## src/logic/cbs_pkg.sv

```systemverilog
package cbs_pkg;

    // ========================================================
    // Target port
    // ========================================================
    localparam logic [6:0] TARGET_ADDR      = 7'h38;
    localparam int         STATUS_W         = 8;

    // Status byte field positions.
    localparam int ST_ATTACHED   = 0;
    localparam int ST_FLIP       = 1;
    localparam int ST_DP_MODE    = 2;
    localparam int ST_FAST_LINK  = 3;
    localparam int ST_USB3       = 4;
    localparam int ST_BOOT_DONE  = 5;
    localparam int ST_SINK_PATH  = 6;
    localparam int ST_SRC_PATH   = 7;

    // ========================================================
    // Timing
    // ========================================================
    localparam int CLK_HZ           = 10_000_000;
    localparam int HOLD_AFTER_SUPPLY_US = 100;
    localparam int HOLD_CYCLES =
        (HOLD_AFTER_SUPPLY_US * (CLK_HZ / 1_000_000) > 0) ?
        HOLD_AFTER_SUPPLY_US * (CLK_HZ / 1_000_000) : 1;
    localparam int HOLD_CNT_W       = 11;

    // ========================================================
    // Power objects: voltage in 50 mV units, current in 10 mA
    // ========================================================
    localparam int          PDO_COUNT_W  = 3;
    localparam logic [9:0]  MV50_5V      = 10'h064;
    localparam logic [9:0]  MV50_9V      = 10'h0B4;
    localparam logic [9:0]  MV50_15V     = 10'h12C;
    localparam logic [9:0]  MV50_20V     = 10'h190;
    localparam logic [9:0]  MA10_3A      = 10'h12C;
    localparam logic [2:0]  SRC_PDO_NUM  = 3'h1;
    localparam logic [2:0]  SNK_PDO_NUM  = 3'h4;

    typedef enum logic [1:0] {
        CBS_ST_CFG_LOAD,
        CBS_ST_WAIT_SUPPLY,
        CBS_ST_SETTLE,
        CBS_ST_RUN
    } cbs_boot_t;

endpackage : cbs_pkg

```

## src/logic/cbs_companion_ctrl.sv

```systemverilog
`timescale 1ns/1ps
// What this block does
// - Own configuration is read from the shared flash before the companion may fetch firmware.
// - The companion stays in reset for the whole configuration read so the flash has one user.
// - General-purpose pin zero only drives the active-low companion hold line.
// - The hold line stays asserted at least 100 us after the companion supply is valid.
// - The second I2C port is target only and answers address 0x38 from the companion.
// - With a connection present the device interrupts the companion, which reads status over I2C.
// - Cable orientation drives both route selects of the sideband mux.
// - DisplayPort mode drives the mux enable for the auxiliary pair.
// - Exactly one fixed source offer of 5 V at 3 A is advertised.
// - Sink offers are fixed 5, 9, 15 and 20 V at 3 A each.
// - In a dual-mode dock the sink path is on when bus powered, source path when self powered and attached.
module cbs_companion_ctrl
    import cbs_pkg::*;
#(
    parameter int HOLD_CYC = HOLD_CYCLES
)
(
    input  wire logic        clk,
    input  wire logic        reset,
    input  wire logic        ce,
    input  wire logic        cfg_load_busy,
    input  wire logic        companion_supply_rail,
    input  wire logic        release_on_boot_en,
    input  wire logic        system_boot_ok,
    output logic             flash_grant_companion,
    output logic             companion_hold_line_n,
    input  wire logic        attached,
    input  wire logic        plug_flipped,
    input  wire logic        dp_mode,
    input  wire logic        fast_link_mode,
    input  wire logic        usb3_mode,
    input  wire logic        dual_mode_dock,
    input  wire logic        ext_power_good,
    output logic             mux_route_aux_sel,
    output logic             mux_route_link_sel,
    output logic             mux_gate_aux_path,
    output logic             mux_gate_sideband_link,
    output logic             sink_power_path,
    output logic             source_power_path,
    output logic             companion_irq,
    input  wire logic        target_scl,
    input  wire logic        target_sda_in,
    output logic             target_sda_out,
    output logic             target_sda_oe,
    input  wire logic [2:0]  pdo_index,
    input  wire logic        pdo_is_sink,
    output logic [2:0]       pdo_count,
    output logic [9:0]       pdo_mv50,
    output logic [9:0]       pdo_ma10
);
    // ========================================================
    // Pin synchronisers
    // ========================================================
    localparam int NSYNC = 4;
    // Bus pins idle high; a low reset value would fake a bus edge.
    localparam logic [NSYNC-1:0] SYNC_IDLE = 4'h3;
    wire  [NSYNC-1:0] raw_in = {companion_supply_rail, system_boot_ok,
                                target_scl, target_sda_in};
    logic [NSYNC-1:0] sync1_q;
    logic [NSYNC-1:0] sync2_q;

    generate
        for (genvar i = 0; i < NSYNC; i++) begin : g_sync
            always_ff @(posedge clk) begin
                if (reset) begin
                    sync1_q[i] <= SYNC_IDLE[i];
                    sync2_q[i] <= SYNC_IDLE[i];
                end else if (ce) begin
                    sync1_q[i] <= raw_in[i];
                    sync2_q[i] <= sync1_q[i];
                end
            end
        end
    endgenerate

    wire supply_ok = sync2_q[3];
    wire boot_ok   = sync2_q[2];
    wire scl_s     = sync2_q[1];
    wire sda_s     = sync2_q[0];

    // ========================================================
    // Boot ordering and companion hold
    // ========================================================
    cbs_boot_t            boot_q;
    logic [HOLD_CNT_W-1:0] hold_cnt_q;
    wire hold_done = (hold_cnt_q >= HOLD_CNT_W'(HOLD_CYC - 1));
    wire gate_ok   = ~release_on_boot_en | boot_ok;

    always_ff @(posedge clk) begin
        if (reset) begin
            boot_q     <= CBS_ST_CFG_LOAD;
            hold_cnt_q <= '0;
        end else if (ce) begin
            unique case (boot_q)
                CBS_ST_CFG_LOAD: begin
                    if (!cfg_load_busy) begin
                        boot_q <= CBS_ST_WAIT_SUPPLY;
                    end
                end
                CBS_ST_WAIT_SUPPLY: begin
                    hold_cnt_q <= '0;
                    if (supply_ok) begin
                        boot_q <= CBS_ST_SETTLE;
                    end
                end
                CBS_ST_SETTLE: begin
                    if (!supply_ok) begin
                        boot_q <= CBS_ST_WAIT_SUPPLY;
                    end else if (hold_done) begin
                        boot_q <= CBS_ST_RUN;
                    end else begin
                        hold_cnt_q <= hold_cnt_q + HOLD_CNT_W'(1);
                    end
                end
                // A supply drop re-arms the hold and its timer.
                CBS_ST_RUN: begin
                    if (!supply_ok) begin
                        boot_q <= CBS_ST_WAIT_SUPPLY;
                    end
                end
            endcase
        end
    end

    wire run = (boot_q == CBS_ST_RUN);

    assign flash_grant_companion = run;
    // pin zero is hold only; release after boot
    assign companion_hold_line_n = run & gate_ok;

    // ========================================================
    // Sideband mux events
    // ========================================================
    logic flip_q, dp_q, fl_q, usb3_q;
    always_ff @(posedge clk) begin
        if (reset) begin
            flip_q <= 1'b0;
            dp_q   <= 1'b0;
            fl_q   <= 1'b0;
            usb3_q <= 1'b0;
        end else if (ce) begin
            flip_q <= attached & plug_flipped;
            dp_q   <= attached & dp_mode;
            fl_q   <= attached & fast_link_mode;
            usb3_q <= attached & usb3_mode;
        end
    end

    assign mux_route_aux_sel      = flip_q;
    assign mux_route_link_sel     = flip_q;
    assign mux_gate_aux_path      = dp_q;
    assign mux_gate_sideband_link = fl_q;

    // ========================================================
    // Power paths
    // ========================================================
    logic sink_q, src_q;
    always_ff @(posedge clk) begin
        if (reset) begin
            sink_q <= 1'b0;
            src_q  <= 1'b0;
        end else if (ce) begin
            sink_q <= dual_mode_dock & ~ext_power_good;
            src_q  <= dual_mode_dock & ext_power_good & attached;
        end
    end
    assign sink_power_path   = sink_q;
    assign source_power_path = src_q;

    // ========================================================
    // Status target and companion interrupt
    // ========================================================
    logic [STATUS_W-1:0] status;
    always_comb begin
        status               = '0;
        status[ST_ATTACHED]  = attached;
        status[ST_FLIP]      = flip_q;
        status[ST_DP_MODE]   = dp_q;
        status[ST_FAST_LINK] = fl_q;
        status[ST_USB3]      = usb3_q;
        status[ST_BOOT_DONE] = run;
        status[ST_SINK_PATH] = sink_q;
        status[ST_SRC_PATH]  = src_q;
    end

    logic read_done;
    logic irq_q;
    logic [STATUS_W-1:0] seen_q;

    cbs_i2c_target u_target (
        .clk         (clk),
        .reset       (reset),
        .ce          (ce),
        .scl_s       (scl_s),
        .sda_s       (sda_s),
        .status_byte (status),
        .sda_oe      (target_sda_oe),
        .read_done   (read_done)
    );
    assign target_sda_out = 1'b0;

    // Interrupt rises on any status change while attached; a change
    // arriving in the same cycle as a completed read wins over the clear.
    wire changed = (status != seen_q);
    always_ff @(posedge clk) begin
        if (reset) begin
            irq_q  <= 1'b0;
            seen_q <= '0;
        end else if (ce) begin
            seen_q <= status;
            if (changed && status[ST_ATTACHED]) begin
                irq_q <= 1'b1;
            end else if (read_done || !attached) begin
                irq_q <= 1'b0;
            end
        end
    end
    assign companion_irq = irq_q;

    // ========================================================
    // Power offers
    // ========================================================
    logic [2:0] cnt_q;
    logic [9:0] mv_q, ma_q;
    wire  [9:0] snk_mv = (pdo_index == 3'h0) ? MV50_5V  :
                         (pdo_index == 3'h1) ? MV50_9V  :
                         (pdo_index == 3'h2) ? MV50_15V :
                         (pdo_index == 3'h3) ? MV50_20V : 10'h000;
    wire        idx_ok = pdo_is_sink ? (pdo_index < SNK_PDO_NUM)
                                     : (pdo_index < SRC_PDO_NUM);
    always_ff @(posedge clk) begin
        if (reset) begin
            cnt_q <= 3'h0;
            mv_q  <= 10'h000;
            ma_q  <= 10'h000;
        end else if (ce) begin
            // single source offer; four sink offers
            cnt_q <= pdo_is_sink ? SNK_PDO_NUM : SRC_PDO_NUM;
            mv_q  <= !idx_ok ? 10'h000 :
                     (pdo_is_sink ? snk_mv : MV50_5V);
            ma_q  <= idx_ok ? MA10_3A : 10'h000;
        end
    end
    assign pdo_count = cnt_q;
    assign pdo_mv50  = mv_q;
    assign pdo_ma10  = ma_q;

endmodule : cbs_companion_ctrl

```

## src/logic/cbs_i2c_target.sv

```systemverilog
`timescale 1ns/1ps
module cbs_i2c_target
    import cbs_pkg::*;
(
    input  wire logic                clk,
    input  wire logic                reset,
    input  wire logic                ce,
    input  wire logic                scl_s,
    input  wire logic                sda_s,
    input  wire logic [STATUS_W-1:0] status_byte,
    output logic                     sda_oe,
    output logic                     read_done
);
    // ========================================================
    // Bus condition detection
    // ========================================================
    logic scl_q;
    logic sda_q;
    wire  scl_rise = scl_s & ~scl_q;
    wire  scl_fall = ~scl_s & scl_q;
    wire  start_c  = scl_s & scl_q & sda_q & ~sda_s;
    wire  stop_c   = scl_s & scl_q & ~sda_q & sda_s;

    typedef enum logic [2:0] {
        CBS_TG_IDLE,
        CBS_TG_ADDR,
        CBS_TG_ACK,
        CBS_TG_TX,
        CBS_TG_RX_ACK,
        CBS_TG_WR
    } cbs_tg_t;

    cbs_tg_t       state_q;
    logic [3:0]    bit_q;
    logic [7:0]    shift_q;
    logic          rd_q;
    logic          ack_hi_q;

    wire addr_hit = (shift_q[7:1] == TARGET_ADDR);

    always_ff @(posedge clk) begin
        if (reset) begin
            scl_q     <= 1'b1;
            sda_q     <= 1'b1;
            state_q   <= CBS_TG_IDLE;
            bit_q     <= 4'h0;
            shift_q   <= 8'h00;
            rd_q      <= 1'b0;
            sda_oe    <= 1'b0;
            read_done <= 1'b0;
            ack_hi_q  <= 1'b0;
        end else if (ce) begin
            scl_q     <= scl_s;
            sda_q     <= sda_s;
            read_done <= 1'b0;
            if (start_c) begin
                state_q <= CBS_TG_ADDR;
                bit_q   <= 4'h0;
                sda_oe  <= 1'b0;
            end else if (stop_c) begin
                state_q <= CBS_TG_IDLE;
                sda_oe  <= 1'b0;
            end else begin
                unique case (state_q)
                    CBS_TG_IDLE: begin
                    end
                    CBS_TG_ADDR: begin
                        if (scl_rise) begin
                            shift_q <= {shift_q[6:0], sda_s};
                            bit_q   <= bit_q + 4'h1;
                        end else if (scl_fall && bit_q == 4'h8) begin
                            // Only our own address is acknowledged.
                            if (addr_hit) begin
                                sda_oe  <= 1'b1;
                                rd_q    <= shift_q[0];
                                state_q <= CBS_TG_ACK;
                            end else begin
                                state_q <= CBS_TG_IDLE;
                            end
                        end
                    end
                    CBS_TG_ACK: begin
                        if (scl_fall) begin
                            bit_q <= 4'h0;
                            if (rd_q) begin
                                shift_q <= status_byte;
                                sda_oe  <= ~status_byte[7];
                                state_q <= CBS_TG_TX;
                            end else begin
                                sda_oe  <= 1'b0;
                                state_q <= CBS_TG_WR;
                            end
                        end
                    end
                    CBS_TG_TX: begin
                        if (scl_fall) begin
                            bit_q   <= bit_q + 4'h1;
                            shift_q <= {shift_q[6:0], 1'b0};
                            if (bit_q == 4'h7) begin
                                sda_oe  <= 1'b0;
                                state_q <= CBS_TG_RX_ACK;
                            end else begin
                                sda_oe  <= ~shift_q[6];
                            end
                        end
                    end
                    CBS_TG_RX_ACK: begin
                        if (scl_rise) begin
                            ack_hi_q  <= sda_s;
                            read_done <= 1'b1;
                        end else if (scl_fall) begin
                            // Controller ACK asks for the byte again.
                            if (!ack_hi_q) begin
                                shift_q <= status_byte;
                                sda_oe  <= ~status_byte[7];
                                bit_q   <= 4'h0;
                                state_q <= CBS_TG_TX;
                            end else begin
                                state_q <= CBS_TG_IDLE;
                            end
                        end
                    end
                    CBS_TG_WR: begin
                        // Writes carry no meaning; bytes are acked.
                        if (scl_rise) begin
                            bit_q <= bit_q + 4'h1;
                        end else if (scl_fall && bit_q == 4'h8) begin
                            sda_oe  <= 1'b1;
                            state_q <= CBS_TG_ACK;
                        end
                    end
                    default: begin
                        state_q <= CBS_TG_IDLE;
                    end
                endcase
            end
        end
    end
endmodule : cbs_i2c_target

```

## config.mk

```make
export PLATFORM = sky130hd
export DESIGN_NAME = cbs_companion_ctrl
export DESIGN_NICKNAME = d
export VERILOG_FILES = /design/src/logic/cbs_pkg.sv /design/src/logic/cbs_companion_ctrl.sv /design/src/logic/cbs_i2c_target.sv
export SDC_FILE = /design/constraint.sdc
export NUM_CORES = 1
export LEC_CHECK = 0
export ABC_AREA = 1
export BUFFER_PORTS_ARGS = -buffer_cell sky130_fd_sc_hd__buf_4
export CORE_UTILIZATION = 60
export DETAILED_ROUTE_END_ITERATION = 6
export GPL_ROUTABILITY_DRIVEN = 0
export HOLD_SLACK_MARGIN = 0.05
export PLACE_DENSITY = 0.84
export SETUP_SLACK_MARGIN = 0.15
export SYNTH_ARGS = -nofsm -noshare
export SYNTH_HDL_FRONTEND = slang
export SYNTH_SLANG_ARGS = --single-unit
export TNS_END_PERCENT = 20
```

## constraint.sdc

```tcl
create_clock -name clk -period 3.5 [get_ports clk]
set_input_delay 0.175 -clock clk [delete_from_list [all_inputs] [get_ports clk]]
set_output_delay 0.175 -clock clk [all_outputs]
set_load 0.03 [all_outputs]
```

Yosys cells after proc, flatten, opt, wreduce, memory -nomap -nowiden --
Index checks and enable logic that the tools add are counted. Widths: inputs -> output; s select.
Storage, ports and cells: logic and storage cells 202, memory bits (read-only) 0, input port bits 20, latch bits 0, output and inout port bits 34, flip-flop bits (word level) 80, memory bits (writable) 0, memories 0
Operators by class: multipliers 0, equal/unequal tests 47, reduce and logical (&&, ||, !) cells 22, magnitude comparators 3, add/subtract/negate cells 2, shift-type cells 0, muxes and demuxes 71, divide/modulo/power cells 0, bitwise logic cells 27
Operators with widths (count):
- $mux 9 | 7
- $mux 8 | 7
- $mux 3 | 13
- $mux 4 | 8
- $pmux 8 s4 | 1
- $ne 4x1->1 const B | 7
- $mux 11 | 2
- $pmux 11 s2 | 1
- $reduce_and 11->1 | 2
- $mux 1 | 21
- $pmux 3 s6 | 1
- $pmux 4 s4 | 1
- $and 1x1->1 | 15
- $ne 3x1->1 const B | 5
- $mux 2 | 7
- $ne 2x2->1 const B | 7
- $eq 3x2->1 const B | 4
- $ne 2x1->1 const B | 6
- $ne 4x4->1 const B | 3
- $reduce_and 12->1 | 1
- $add 11x1->11 const B | 1
- $ge 11x10->1 const B | 1
- $not 1->1 | 11
- $reduce_and 5->1 | 2
- other kinds (31) | 38

Longest topological paths before layout --
word-level depth 8, gate-level depth with buffers 11, depth with buffers taken out 11

Modules after synthesis --
From an unflattened synthesis, not the netlist that was laid out.
Unflattened totals: cells, all modules 553, area, all modules 3607.2 µm²
By module, submodules not included:
- cbs_companion_ctrl | instances 1, area each 2200.9 µm², sequential area each 880.8 µm², cells each 308
- cbs_i2c_target | instances 1, area each 1406.3 µm², sequential area each 420.4 µm², cells each 245

Worst setup path after synthesis --
OpenSTA, ideal clock, no wires.
kind reg2out, start point register boot_q[0], end point output companion_hold_line_n, stages on the path, launching flop included 3, setup slack 1.734 ns, arrival 1.591 ns, buffers on the path 0, path through dfxtp_1 -> ha_1 -> a21boi_0
On the way: word-level cells in the longest chain between the ends 2
RTL lines:
- from (decl) | line cbs_companion_ctrl.sv:86 | cbs_boot_t boot_q;
- from (signal assigned) | line cbs_companion_ctrl.sv:93 | boot_q <= CBS_ST_CFG_LOAD;
- from (signal assigned) | line cbs_companion_ctrl.sv:99 | boot_q <= CBS_ST_WAIT_SUPPLY;
- from (signal assigned) | line cbs_companion_ctrl.sv:105 | boot_q <= CBS_ST_SETTLE;
- $eq 2x2->1 | line cbs_companion_ctrl.sv:127 | wire run = (boot_q == CBS_ST_RUN);
- named net flash_grant_companion | line cbs_companion_ctrl.sv:27 | output logic flash_grant_companion,
- $and 1x1->1 | line cbs_companion_ctrl.sv:131 | assign companion_hold_line_n = run & gate_ok;
- to (decl) | line cbs_companion_ctrl.sv:28 | output logic companion_hold_line_n,
The timed path passes the listed nets, and every way through them passes these cells.

Final worst setup path --
start point register boot_q[0], end point register hold_cnt_q[1]
On the way: word-level cells in the longest chain between the ends 3, elaborated cells on any way between the ends 7, classes of those cells 4 x eq/ne; 1 x mux; 2 x reduce/logical
RTL lines:
- $eq 2x2->1 / $eq 2x1->1 (equally long branches) | line cbs_companion_ctrl.sv:96 | unique case (boot_q)
- $ne 2x2->1 (no line) / $reduce_bool 2->1 (equally long branches)
- $reduce_and 4->1 (no line)
- to (signal assigned) | line cbs_companion_ctrl.sv:114 | hold_cnt_q <= hold_cnt_q + HOLD_CNT_W'(1);
- to (decl) | line cbs_companion_ctrl.sv:87 | logic [HOLD_CNT_W-1:0] hold_cnt_q;
Several ways; a longest one is shown, not always the timed one. A chain may end at the register's enable or synchronous reset.

==> flow_summary_export.csv <==
group,metric,value,unit
status,status,"complete, no violations",
clock_network,total_clock_sinks,65,
hold_path,timing.hold.worst_endpoint,"sync1_q[3]",
yosys,synth.yosys.warnings,0,
finish,layout.area.seq,1301,µm²
finish,filler_cell_count,502,
critical_path,start_to_end_type_of_the_worst_setup_path,"flip-flop to flip-flop",
grt,grt_first_pass_wirelength,13280,µm
critical_path,crit-reg2reg-capture,"hold_cnt_q[1]",
yosys,syn-mean-instance-area,6.647,µm²
floorplanning,core_area,5540,µm²
placed_design,place.detailed.instances,615,
yosys,ys_ff_latch,65,
finish,antenna-diode-count,0,
grt,grt_pass1_vias,3100,
timing,slew-limit-headroom,0.3088,
timing,fmax,0.5355,GHz
clock_network,cts.repair.resized,0,
timing,final.period_utilization,0.5336,
yosys,syn-instance-count,522,
floorplanning,die-area,6091,µm²
grt,pin_count_of_the_biggest_net_entering_global_routing,39,
finish,layout_common_cells,"sky130_fd_sc_hd__nand2_1 (117), sky130_fd_sc_hd__nor2_1 (84), sky130_fd_sc_hd__dfxtp_1 (65), sky130_fd_sc_hd__inv_1 (50), sky130_fd_sc_hd__a21oi_1 (45)",
timing,finalSetupViolations,0,
grt,grt_remaining_overflow,0,
finish,final_common_cell,"sky130_fd_sc_hd__nand2_1",
critical_path,worstReg2RegStart,"boot_q[0]",
power_and_ir_drop,power-per-cell-area,596.1,nW/µm²
placed_design,hpwlAfterDp,5316,µm
hold_path,worst_hold_path_type,"input port to flip-flop",
yosys,post_synth_num_cell_types,32,
routing,final_antenna_net_count,0,
routing,drtPass1Iterations,4,
critical_path,worstPathMaxFanout,13,
yosys,post_synth_instance_area,3470,µm²
clock_network,tritoncts_buffers,9,
hold_path,min_from,"companion_supply_rail",
timing,period_needed,1867,ps
timing,timing_max_transition_violations_final,0,
timing,finClkSkew,7.056,ps
yosys,synth_sequential_area_ratio,0.3750,
routing,vias_per_cell,5.227,
critical_path,ff2ff_path_depth,8,
grt,grt_usage,0.2763,
critical_path,end_kind,"flip-flop",
clock_network,clockBufferDepth,2,
clock_network,tritoncts,"built",
routing,wirelength,7623,µm
timing,grt_setup_unrepaired,"false",
timing,setup-tns-final,0,ps
finish,multi_input_comb_area,1807,µm²
placed_design,quantity_of_i_o_buffers_inserted_on_ports,42,
critical_path,critPathArrivalTime,2100,ps
clock_network,cts.reportedPaths.clkPinSlew,80,ps
power_and_ir_drop,p_leak,1.699,nW
floorplanning,start_util,0.6262,
grt,antenna_found_initial,0,
floorplanning,rows,27,
clock_network,cts-htree-levels,3,
critical_path,worst_setup_path_start_kind,"flip-flop",
clock_network,root_buffer,"sky130_fd_sc_hd__clkbuf_8",
timing,final_hold_viol_count,0,
floorplanning,die-width,78.05,µm
finish,area_added_between_synthesis_and_finish,13.27,%
floorplanning,io-pin-count,54,
routing,detail_route.drc_violations,0,
run,timing.max_cap.violations,0,
critical_path,required_time_reported_for_the_critical_path_endpoint,3730,ps
critical_path,reg2reg_setup_slack,1630,ps
routing,drt_iter0_drc,186,
clock_network,clock_latency,350,ps
routing,vias,3314,
routing,route.detailed.wl_per_inst,12.02,µm
timing,worstMarginPinSlew,1036,ps
finish,post_route_cells_drive_above_1_share,0.1335,
finish,nNetsFinal,585,
finish,final_cell_count_no_fill,634,
power_and_ir_drop,vdd_ir_drop_max,341.1,µV
floorplanning,fp.dieH,78.05,µm
hold_path,whs_path_depth,3,
==> report_power, final <==
part | switching [mW] | internal [mW]
Combinational | 0.555 | 0.286
Sequential | 0.0866 | 0.839
Clock | 0.314 | 0.262
Total | 0.956 | 1.39
==> critical path: stages (launching register included) <==
cell and delay [ps]:
sky130_fd_sc_hd__dfxtp_1 410, sky130_fd_sc_hd__inv_1 80, sky130_fd_sc_hd__ha_1 250, sky130_fd_sc_hd__inv_1 200, sky130_fd_sc_hd__nand3_1 320, sky130_fd_sc_hd__nand2_4 260, sky130_fd_sc_hd__nand2_1 60, sky130_fd_sc_hd__o21ai_0 90
sky130_fd_sc_hd__nor2_1 70
==> per-stage QoR <==
step	hold slack [ps]	total power [mW]	util	area (µm²)	setup WS, ps
floorplan	269.1	1.608	-	3507	1734
global placement	383.2	1.747	0.6716	3721	1657
global route	58.35	2.544	0.7094	3930	1482
finish	62.86	2.343	0.7094	3930	1633
CTS	60.01	2.349	0.7094	3930	1658
detailed placement	386.2	1.766	0.6716	3721	1571
==> flip-flops by register name, indices dropped and copies added (netlist names), 2 cells and up <==
register	flops
u_target.state_q	3
pdo_mv50	5
sync1_q	4
hold_cnt_q	11
pdo_count	2
u_target.shift_q	8
u_target.bit_q	4
boot_q	2
seen_q	8
==> cell type report <==
type,count,area share
multi-input cells,382,0.4597
flip-flops and latches,65,0.3311
repair buffers,46,0.08978
inverters,53,0.05094
clock buffers,9,0.03152
well taps,72,0.02292
clock inverters,7,0.01401
==> cell families (layout without fill, tap and decap cells) <==
| family | count (synthesis) | in the layout | share of synthesized area |
|---|---|---|---|
| AOI/OAI and AO/OA | 98 | 98 | 0.1529 |
| xor gates and xnor gates | 7 | 7 | 0.01767 |
| adders and majority gates | 8 | 8 | 0.02885 |
| buffers and inverters | 85 | 115 | 0.1150 |
| DFF | 65 | 65 | 0.3750 |
| other | 1 | 11 | 0.001081 |
| and+or+nand+nor | 258 | 258 | 0.3094 |
==> worst max path at each step <==
| stage | startpoint | endpoint | slack, ps | cells past startpoint |
|---|---|---|---|---|
| 2_1_floorplan | boot_q[0] | companion_hold_line_n | 1730 | 2 |
| 3_3_place_gp | ce | u_target.state_q[0] | 1660 | 10 |
| 3_5_place_dp | ce | u_target.state_q[1] | 1570 | 10 |
| 4_1_cts | boot_q[0] | hold_cnt_q[1] | 1660 | 8 |
| 5_1_grt | boot_q[0] | hold_cnt_q[1] | 1480 | 8 |
| 6_report | boot_q[0] | hold_cnt_q[1] | 1630 | 8 |
==> Yosys cell counts, drive strengths merged <==
| library cell | n | area (µm²) |
|---|---|---|
| ha | 8 | 100.1 |
| clkinv | 1 | 5.000 |
| o21ai | 42 | 210.2 |
| o22ai | 1 | 6.260 |
| a2bb2oi | 1 | 8.760 |
| o21bai | 3 | 33.78 |
| a21boi | 2 | 15.01 |
| and3 | 2 | 12.51 |
| nand4 | 6 | 37.54 |
| buf | 23 | 165.2 |
| nor2 | 85 | 321.6 |
| a21oi | 45 | 225.2 |
| inv | 52 | 195.2 |
| nand2 | 123 | 481.7 |
| a32oi | 1 | 8.760 |
| clkbuf | 9 | 33.78 |
| or2 | 4 | 25.02 |
| conb | 1 | 3.750 |
| dfxtp | 65 | 1301 |
| nor3 | 8 | 40.04 |
| xor2 | 4 | 35.03 |
| o211ai | 3 | 22.52 |
| nand3 | 30 | 155.1 |
| xnor2 | 3 | 26.28 |
==> routing by layer <==
layer | GRT usage | up-vias | part of all wire
li1 | - | 1714 | -
met3 | 0.05698 | 18 | 0.058
met4 | 0.1315 | 0 | 0.022
met5 | 0 | - | 0
met2 | 0.4579 | 104 | 0.47
met1 | 0.3424 | 1478 | 0.45
==> timing repair <==
| action | 4_1_cts | 5_1_grt |
|---|---|---|
| setup buffers | 0 | 0 |
| hold endpoints to repair | 3 | 0 |
| hold buffers | 3 | 0 |
Note: power is estimated with default switching activity, not from simulation.
